$ cat src/logic/gcim_pkg.sv
// constants and types for the global control and interrupt mask block
package gcim_pkg;
    // register offsets on the host register port
    localparam logic [7:0] ADDR_GLOBAL = 8'h00;
    localparam logic [7:0] ADDR_MON = 8'h01;
    localparam logic [7:0] ADDR_TMASK = 8'h02;
    localparam logic [7:0] ADDR_AMASK = 8'h03;
    localparam logic [7:0] ADDR_TFLAG = 8'h04;
    localparam logic [7:0] ADDR_AFLAG = 8'h05;
    // field positions
    localparam int POS_PDOWN = 0;
    localparam int POS_PART_LO = 1;
    localparam int POS_REV_LO = 4;
    localparam int POS_SMON_LO = 0;
    localparam int POS_HCLK_LO = 6;
    // widths
    localparam int N_TIMER = 8;
    localparam int N_ALARM = 4;
    // reset values
    localparam logic RST_PDOWN = 1'b1;
    localparam logic [1:0] RST_HCLK = 2'h0;
    localparam logic [5:0] RST_SMON = 6'h00;
    localparam logic [7:0] RST_TMASK = 8'hFF;
    localparam logic [3:0] RST_AMASK = 4'hF;
    // auxiliary clock rate codes and multipliers
    localparam logic [1:0] HCLK_X16 = 2'h1;
    localparam logic [1:0] HCLK_X32 = 2'h2;
    localparam logic [6:0] MULT_X16 = 7'h10;
    localparam logic [6:0] MULT_X32 = 7'h20;
    localparam logic [6:0] MULT_X64 = 7'h40;
    // monitor source codes
    localparam logic [5:0] SMON_EQ_LAST = 6'h2F;
    localparam logic [5:0] SMON_FRONT = 6'h30;
    localparam logic [5:0] SMON_ECHO = 6'h31;
    localparam logic [5:0] SMON_DFE = 6'h32;
    localparam logic [5:0] SMON_SLICER = 6'h33;
    localparam logic [5:0] SMON_TR_PD = 6'h34;
    localparam logic [5:0] SMON_TR_LF = 6'h35;
    // monitor source selected for the serial monitor output
    typedef enum logic [2:0] {
        MON_EQ_FILE = 3'b000,
        MON_FRONT_END = 3'b001,
        MON_ECHO_REPLICA = 3'b010,
        MON_DFE_SUB = 3'b011,
        MON_SLICER_IN = 3'b100,
        MON_TR_PHASE = 3'b101,
        MON_TR_LOOP = 3'b110,
        MON_NONE = 3'b111
    } gcim_mon_src_t;
endpackage

$ cat src/logic/gcim_flag_if.sv
// flag bank connection between the control top and a sticky flag bank
`timescale 1ns/1ps
interface gcim_flag_if #(parameter int W = 8);
    logic [W-1:0] cond;
    logic [W-1:0] mask;
    logic [W-1:0] wdata;
    logic clr_stb;
    logic [W-1:0] flags;
    logic pend;
    modport bank (input cond, input mask, input wdata, input clr_stb, output flags, output pend);
    modport ctrl (output cond, output mask, output wdata, output clr_stb, input flags, input pend);
endinterface

$ cat src/logic/gcim_top.sv
// global control, monitor select, interrupt masks and flags of the line transceiver
// Overview of operation
// - power-down bit halts filters and zeros transmit output, memory kept
// - power-down sets on reset; cleared only by host writing zero
// - aux clock rate: 01 gives x16, 10 gives x32, 00 and 11 give x64
// - aux clock rate field returns to 00 on reset
// - monitor codes 0-47 equalizer entries, 48 front end, 49 echo replica
// - monitor codes 50 dfe output, 51 slicer, 52 phase detector, 53 loop filter
// - timer mask bit one blocks its flag from interrupt, zero passes it
// - unmasking a set flag activates interrupt at once
// - masking a set flag releases interrupt if nothing else unmasked is set
// - alarm mask bits 3-0 work like timer masks, upper bits unused
// - timer bits 7-0: general four, three, noise, meter, startup four-one
// - timer flag sets and sticks when its count goes from one to zero
// - host clears timer flag by writing zero; writing one is ignored
// - a timer held at zero does not set its cleared flag again
// - new flag with clear mask activates the interrupt
// - clearing unmasked flag releases interrupt unless another unmasked flag set
// - alarm flag clears on zero write only once its condition has gone
`timescale 1ns/1ps
module gcim_top #(
    parameter int TX_W = 2,
    parameter logic [2:0] PART_IDENT = 3'h5, // arbitrary value
    parameter logic [3:0] HW_REV = 4'h0 // arbitrary value
) (
    input wire logic mclk, // device clock
    input wire logic rst, // sync reset, reset pin or power-on
    input wire logic ce, // clock enable
    input wire logic [7:0] addr, // register address
    input wire logic [7:0] wdata, // write data
    input wire logic wr_stb, // write strobe
    input wire logic rd_stb, // read strobe
    output logic [7:0] rdata, // read data
    input wire logic [7:0] timer_at_zero, // timer count is zero
    input wire logic [3:0] alarm_cond, // alarm conditions
    input wire logic [TX_W-1:0] tx_in, // transmit symbol in
    output logic [TX_W-1:0] tx_out, // transmit symbol out
    output logic filter_halt, // stop filter processing
    output logic [1:0] aux_clk_sel, // aux clock rate field
    output logic [6:0] aux_clk_mult, // aux clock multiplier
    output gcim_pkg::gcim_mon_src_t mon_src, // monitor source
    output logic [5:0] mon_eq_index, // equalizer entry
    output logic irq_n // interrupt request, low active
);
    logic pdown_q, pdown_d;
    logic [1:0] hclk_q, hclk_d;
    logic [5:0] smon_q, smon_d;
    logic [7:0] tmask_q, tmask_d;
    logic [3:0] amask_q, amask_d;
    logic [7:0] rdata_q, rdata_d;
    logic [TX_W-1:0] tx_q, tx_d;
    logic [6:0] mult_q, mult_d;
    gcim_pkg::gcim_mon_src_t msrc_q, msrc_d;
    logic [5:0] midx_q, midx_d;

    gcim_flag_if #(.W(gcim_pkg::N_TIMER)) tfi ();
    gcim_flag_if #(.W(gcim_pkg::N_ALARM)) afi ();

    // parameter check at elaboration
    if (TX_W < 1) begin : g_bad_tx_w
        $error("TX_W must be at least 1");
    end

    // address match for a host access
    function automatic logic hit(input logic stb, input logic [7:0] a, input logic [7:0] off);
        hit = stb && (a == off);
    endfunction

    // rate field to multiplier
    function automatic logic [6:0] rate_mult(input logic [1:0] f);
        unique case (f)
            2'h0: rate_mult = gcim_pkg::MULT_X64;
            gcim_pkg::HCLK_X16: rate_mult = gcim_pkg::MULT_X16;
            gcim_pkg::HCLK_X32: rate_mult = gcim_pkg::MULT_X32;
            2'h3: rate_mult = gcim_pkg::MULT_X64;
        endcase
    endfunction

    // monitor code to source
    function automatic gcim_pkg::gcim_mon_src_t mon_decode(input logic [5:0] c);
        if (c <= gcim_pkg::SMON_EQ_LAST) begin
            mon_decode = gcim_pkg::MON_EQ_FILE;
        end else begin
            case (c)
                gcim_pkg::SMON_FRONT: mon_decode = gcim_pkg::MON_FRONT_END;
                gcim_pkg::SMON_ECHO: mon_decode = gcim_pkg::MON_ECHO_REPLICA;
                gcim_pkg::SMON_DFE: mon_decode = gcim_pkg::MON_DFE_SUB;
                gcim_pkg::SMON_SLICER: mon_decode = gcim_pkg::MON_SLICER_IN;
                gcim_pkg::SMON_TR_PD: mon_decode = gcim_pkg::MON_TR_PHASE;
                gcim_pkg::SMON_TR_LF: mon_decode = gcim_pkg::MON_TR_LOOP;
                default: mon_decode = gcim_pkg::MON_NONE;
            endcase
        end
    endfunction

    // control register writes
    always_comb begin
        pdown_d = pdown_q;
        hclk_d = hclk_q;
        smon_d = smon_q;
        tmask_d = tmask_q;
        amask_d = amask_q;
        // host write of zero clears power-down
        if (hit(wr_stb, addr, gcim_pkg::ADDR_GLOBAL)) begin
            pdown_d = wdata[gcim_pkg::POS_PDOWN];
        end
        if (hit(wr_stb, addr, gcim_pkg::ADDR_MON)) begin
            hclk_d = wdata[gcim_pkg::POS_HCLK_LO +: 2];
            smon_d = wdata[gcim_pkg::POS_SMON_LO +: 6];
        end
        if (hit(wr_stb, addr, gcim_pkg::ADDR_TMASK)) begin
            tmask_d = wdata;
        end
        if (hit(wr_stb, addr, gcim_pkg::ADDR_AMASK)) begin
            amask_d = wdata[3:0];
        end
    end

    // datapath outputs from the control state
    always_comb begin
        // transmit forced to zero in power-down
        tx_d = pdown_q ? '0 : tx_in;
        mult_d = rate_mult(hclk_d);
        msrc_d = mon_decode(smon_d);
        midx_d = (smon_d <= gcim_pkg::SMON_EQ_LAST) ? smon_d : 6'h00;
    end

    // read data mux
    always_comb begin
        rdata_d = rdata_q;
        if (rd_stb) begin
            unique case (addr)
                gcim_pkg::ADDR_GLOBAL: rdata_d = {HW_REV, PART_IDENT, pdown_q};
                gcim_pkg::ADDR_MON: rdata_d = {hclk_q, smon_q};
                gcim_pkg::ADDR_TMASK: rdata_d = tmask_q;
                gcim_pkg::ADDR_AMASK: rdata_d = {4'h0, amask_q};
                gcim_pkg::ADDR_TFLAG: rdata_d = tfi.flags;
                gcim_pkg::ADDR_AFLAG: rdata_d = {4'h0, afi.flags};
                default: rdata_d = 8'h00;
            endcase
        end
    end

    // register all state, frozen while ce is low
    always_ff @(posedge mclk) begin
        if (rst) begin
            pdown_q <= gcim_pkg::RST_PDOWN;
            hclk_q <= gcim_pkg::RST_HCLK;
            smon_q <= gcim_pkg::RST_SMON;
            tmask_q <= gcim_pkg::RST_TMASK;
            amask_q <= gcim_pkg::RST_AMASK;
            rdata_q <= 8'h00;
            tx_q <= '0;
            mult_q <= gcim_pkg::MULT_X64;
            msrc_q <= gcim_pkg::MON_EQ_FILE;
            midx_q <= 6'h00;
        end else if (ce) begin
            pdown_q <= pdown_d;
            hclk_q <= hclk_d;
            smon_q <= smon_d;
            tmask_q <= tmask_d;
            amask_q <= amask_d;
            rdata_q <= rdata_d;
            tx_q <= tx_d;
            mult_q <= mult_d;
            msrc_q <= msrc_d;
            midx_q <= midx_d;
        end
    end

    // flag bank hookup
    // timer flags set on reaching zero
    assign tfi.cond = timer_at_zero;
    assign tfi.mask = tmask_q;
    assign tfi.wdata = wdata;
    assign tfi.clr_stb = hit(wr_stb, addr, gcim_pkg::ADDR_TFLAG);
    assign afi.cond = alarm_cond;
    assign afi.mask = amask_q;
    assign afi.wdata = wdata[3:0];
    assign afi.clr_stb = hit(wr_stb, addr, gcim_pkg::ADDR_AFLAG);

    gcim_flag_bank #(.W(gcim_pkg::N_TIMER), .EDGE(1'b1)) u_tflags (
        .mclk(mclk),
        .rst(rst),
        .ce(ce),
        .fb(tfi)
    );

    gcim_flag_bank #(.W(gcim_pkg::N_ALARM), .EDGE(1'b0)) u_aflags (
        .mclk(mclk),
        .rst(rst),
        .ce(ce),
        .fb(afi)
    );

    // outputs
    assign rdata = rdata_q;
    assign tx_out = tx_q;
    assign filter_halt = pdown_q;
    assign aux_clk_sel = hclk_q;
    assign aux_clk_mult = mult_q;
    assign mon_src = msrc_q;
    assign mon_eq_index = midx_q;
    // interrupt low while any unmasked flag set
    assign irq_n = ~(tfi.pend | afi.pend);
endmodule

$ cat src/logic/gcim_flag_bank.sv
// sticky interrupt flag bank, edge set (timers) or level set (alarms)
`timescale 1ns/1ps
module gcim_flag_bank #(
    parameter int W = 8,
    parameter bit EDGE = 1'b1
) (
    input wire logic mclk, // device clock
    input wire logic rst, // sync reset
    input wire logic ce, // clock enable
    gcim_flag_if.bank fb // flag connection
);
    logic [W-1:0] flag_q, flag_d, prev_q, prev_d, hold_q, hold_d;
    logic [W-1:0] set_w, clr_w, keep_w;

    // width check at elaboration
    if (W < 1 || W > 8) begin : g_bad_width
        $error("flag bank width must be 1 to 8");
    end

    // next flag state, a set always wins over a clear
    always_comb begin
        prev_d = fb.cond;
        // fresh edges only in edge mode
        // edge mode: count reached zero; level mode: condition present
        set_w = EDGE ? (fb.cond & ~prev_q) : fb.cond;
        keep_w = EDGE ? '0 : fb.cond;
        clr_w = (fb.clr_stb ? ~fb.wdata : '0) | hold_q;
        flag_d = (flag_q & ~(clr_w & ~keep_w)) | set_w;
        hold_d = EDGE ? '0 : (clr_w & keep_w & flag_q);
    end

    // state registers, frozen while ce is low
    always_ff @(posedge mclk) begin
        if (rst) begin
            flag_q <= '0;
            prev_q <= '1;
            hold_q <= '0;
        end else if (ce) begin
            flag_q <= flag_d;
            prev_q <= prev_d;
            hold_q <= hold_d;
        end
    end

    assign fb.flags = flag_q;
    assign fb.pend = |(flag_q & ~fb.mask);
endmodule

$ cat config.mk
export PLATFORM = sky130hd
export DESIGN_NAME = gcim_top
export DESIGN_NICKNAME = d
export VERILOG_FILES = /design/src/logic/gcim_pkg.sv /design/src/logic/gcim_flag_if.sv /design/src/logic/gcim_top.sv /design/src/logic/gcim_flag_bank.sv
export SDC_FILE = /design/constraint.sdc
export NUM_CORES = 1
export LEC_CHECK = 0
export BUFFER_PORTS_ARGS = -buffer_cell sky130_fd_sc_hd__buf_2
export CAP_MARGIN = 20
export CORE_ASPECT_RATIO = 0.5
export CORE_MARGIN = 2
export CORE_UTILIZATION = 40
export CTS_CLUSTER_DIAMETER = 100
export CTS_CLUSTER_SIZE = 28
export DETAILED_ROUTE_END_ITERATION = 12
export GPL_TIMING_DRIVEN = 1
export SLEW_MARGIN = 20
export SYNTH_ARGS = -nofsm -noshare
export SYNTH_HDL_FRONTEND = slang
export SYNTH_SLANG_ARGS = --single-unit
$ cat constraint.sdc
create_clock -name mclk -period 3.5 [get_ports mclk]
set_input_delay 0.175 -clock mclk [delete_from_list [all_inputs] [get_ports mclk]]
set_output_delay 0.175 -clock mclk [all_outputs]
set_load 0.03 [all_outputs]
==> flow_metrics.py <==
metrics = {
    "timing": {
        "max-slew-margin-rel_pct": 60.1,
        "slew_violations": 0,
        "tightest_slew_ps": 599,
        "skew_ps": 3.24,
        "finalSetupTns_ps": 0,
        "final_hold_viol_count": 0,
        "min_period_ps": 1990,
        "finalSetupViolCount": 0,
        "setup_ws_ps": 1510,
        "rsz0062_at_grt": "no",
        "finalCritPeriodShare_pct": 56.8,
        "fmax_mhz": 503,
    },
    "synth": {
        "yosysTopAreaCell": "dfxtp_1",
        "synth-edff-count": 0,
        "ys_types": 49,
        "syn_inst": 391,
        "async_flop_share_pct": 0,
        "ys.flop_type": "dfxtp_1",
        "seq_area_frac_synth_pct": 40.5,
        "synth_area_sq_um": 3310,
        "synthTopCellsByArea": "dfxtp_1, mux2i_1, nor2_1",
        "synth_top_area_share_pct": 40.5,
        "ys_warn_count": 0,
        "syn_area_per_cell_sq_um": 8.48,
        "synth-seq-cells": 67,
    },
    "global_routing": {
        "gr-total-overflow": 0,
        "antenna_found_initial": 0,
        "grt_usage_pct": 20.2,
        "grt_pass1_vias": 2641,
        "grt_max_degree": 61,
        "grt_pass1_wl_um": 13900,
    },
    "clocking": {
        "clkTransAtPathRegs_ps": 50,
        "cts_resized": 0,
        "cts_tree": "built",
        "ctsHoldBuffers": 0,
        "worstSkewPairLatency_ps": 340,
        "cts_made_buffers": 9,
        "h-tree-depth": 3,
        "clockBufferDepth": 2,
        "root_buffer": "clkbuf_16",
        "cts_setup_buffers": 0,
        "clock_sink_count": 67,
    },
    "die": {
        "start_util_pct": 41.3,
        "die_w_um": 133,
        "die_area_sq_um": 9070,
        "core_sq_um": 8030,
        "row_count": 23,
        "die_y_um": 68.4,
        "io_pins": 65,
    },
    "power": {
        "powerDensity_nw_per_um2": 453,
        "intPower_w": 0.00134,
        "clockPowerShare_pct": 46.8,
        "swShare_pct": 24.3,
        "peakVddDrop_v": 0.000229,
        "power_switching_w": 0.000431,
        "pwr-share-comb_pct": 8.5,
        "p_total_w": 0.00177,
        "seqPwrFrac_pct": 44.7,
        "p_leak_nw": 1.73,
    },
    "layout": {
        "finalInstanceArea_sq_um": 3920,
        "area_growth_syn_to_layout_pct": 18.2,
        "drive_above_1_share_pct": 19.0,
        "fin_util_pct": 48.8,
        "fillers": 815,
        "num_antenna_cells": 0,
        "nets": 477,
        "final_cell_mix": "dfxtp_1, buf_2, nor2_1",
        "final_common_cell": "dfxtp_1",
    },
    "critical_path": {
        "endpoint_kind": "flop",
        "crit_arrival_ps": 2210,
        "critPathLaunchType": "input pin",
        "criticalPathCategory": "input pin to flop",
        "cp.required_ps": 3720,
        "crit_fanout": 25,
    },
    "drt": {
        "ant_nets": 0,
        "drt-vias-per-instance": 5.27,
        "route.detailed.drc": 0,
        "route.vias.total": 2925,
        "dr.first_iter.drc_count": 159,
        "wl_um": 8610,
        "wl_per_cell_um": 15.5,
        "dr.pass1.iters": 4,
    },
    "placed_design": {
        "gp_congestion": 0.857,
        "postPlaceCellArea_sq_um": 3650,
        "pre_cts_slack_ps": 1200,
        "io_buffers": 60,
        "dp_hpwl_um": 6250,
    },
    "min_path": {
        "hold_path.class": "input pin to flop",
    },
    "outcome": {
        "status": "finished clean",
    },
    "flow_run": {
        "max_cap_violations": 0,
    },
}
==> power groups by stage <==
| stage | clock network [W] | logic [W] | registers, W |
|---|---|---|---|
| floorplan | 0 | 0.000101 | 0.000808 |
| global placement | 0 | 0.000151 | 0.000809 |
| detailed placement | 0 | 0.000151 | 0.000809 |
| CTS | 0.000848 | 0.000152 | 0.000793 |
| global route | 0.000871 | 0.000169 | 0.000794 |
| finish | 0.000829 | 0.000151 | 0.000793 |
==> synth_stat cells, types with 3 or more instances <==
library cell and instances:
a221oi_1 5, a32o_1 3, nand3b_1 13, buf_2 10
dfxtp_1 67, o22ai_1 5, clkbuf_1 11, nand2b_1 3
o31ai_1 8, inv_1 24, and2_1 6, buf_4 5
a21oi_1 28, nand2_1 36, o21ai_0 27, nor2_1 40
a211o_1 14, nand3_1 4, nor3_1 5, o21a_1 4
nor2b_1 10, mux2i_1 24, nand4_1 6
==> flip-flops by register name (all words and copies together), names as in the netlist <==
register	cells
rdata	8
tfi.mask	8
u_tflags.fb.flags	8
u_tflags.prev_q	8
mon_eq_index	6
smon_q	6
afi.mask	4
u_aflags.fb.flags	4
u_aflags.hold_q	4
aux_clk_mult	3
mon_src	3
aux_clk_sel	2
tx_out	2
filter_halt	1
==> final timing paths <==
| check | startpoint | end | slack, ps | depth (start not counted) |
|---|---|---|---|---|
| worst max-delay path | addr[0] | aux_clk_mult[6]$_SDFFE_PP1P_ | 1510 | 7 |
| worst min register to register | u_tflags.prev_q[5]$_SDFFE_PP1P_ | u_tflags.fb.flags[5]$_SDFFE_PP0P_ | 430 | 1 |
| worst min-delay path | timer_at_zero[7] | u_tflags.prev_q[7]$_SDFFE_PP1P_ | 50 | 3 |
| worst max register to register | u_aflags.fb.flags[3]$_SDFFE_PP0P_ | rdata[3]$_SDFFE_PP0P_ | 2210 | 4 |
==> cell families (layout without fill, tap and decap cells) <==
| family | after synthesis | after routing | share of synthesized area, % |
|---|---|---|---|
| AO/OA/AOI/OAI | 108 | 108 | 21.5 |
| AND/OR/NAND/NOR | 136 | 136 | 22.7 |
| other | 1 | 4 | 0.113 |
| flip-flops | 67 | 67 | 40.5 |
| multiplexers | 24 | 24 | 7.25 |
| adder cells (fa/ha/maj) | 2 | 2 | 0.755 |
| buffers and inverters | 53 | 102 | 7.21 |
==> metal layers <==
layer	global-route usage, %	routed length [um]	vias to the layer above
met1	27.6	4250	1366
met3	6.59	691	10
met5	0	0	-
met2	30.6	3560	74
met4	6.32	103	0
li1	-	-	1475
==> per-stage QoR <==
| stage | std cells | hold WS, ps |
|---|---|---|
| 2_1_floorplan | 394 | 297 |
| 3_3_place_gp | 541 | 394 |
| 3_5_place_dp | 541 | 393 |
| 4_1_cts | 555 | 40.3 |
| 5_1_grt | 555 | 48.0 |
| 6_report | 555 | 50.0 |
==> worst max-delay path, cell delays in order <==
cell and delay [ps]:
buf_2 400, nor3b_4 370, nand3_2 380, nor2_1 280
a21oi_1 70, ha_1 300, a211o_1 250
==> layout make-up <==
type	count	area, sq um	share of cell area, %
Clock buffer	12	256	6.55
Timing Repair Buffer	64	330	8.43
Tap cell	112	140	3.58
Multi-Input combinational cell	274	1750	44.6
Inverter	24	90.1	2.30
Sequential cell	67	1340	34.2
Clock inverter	2	12.5	0.319
Note: power is estimated with default switching activity, not from simulation.
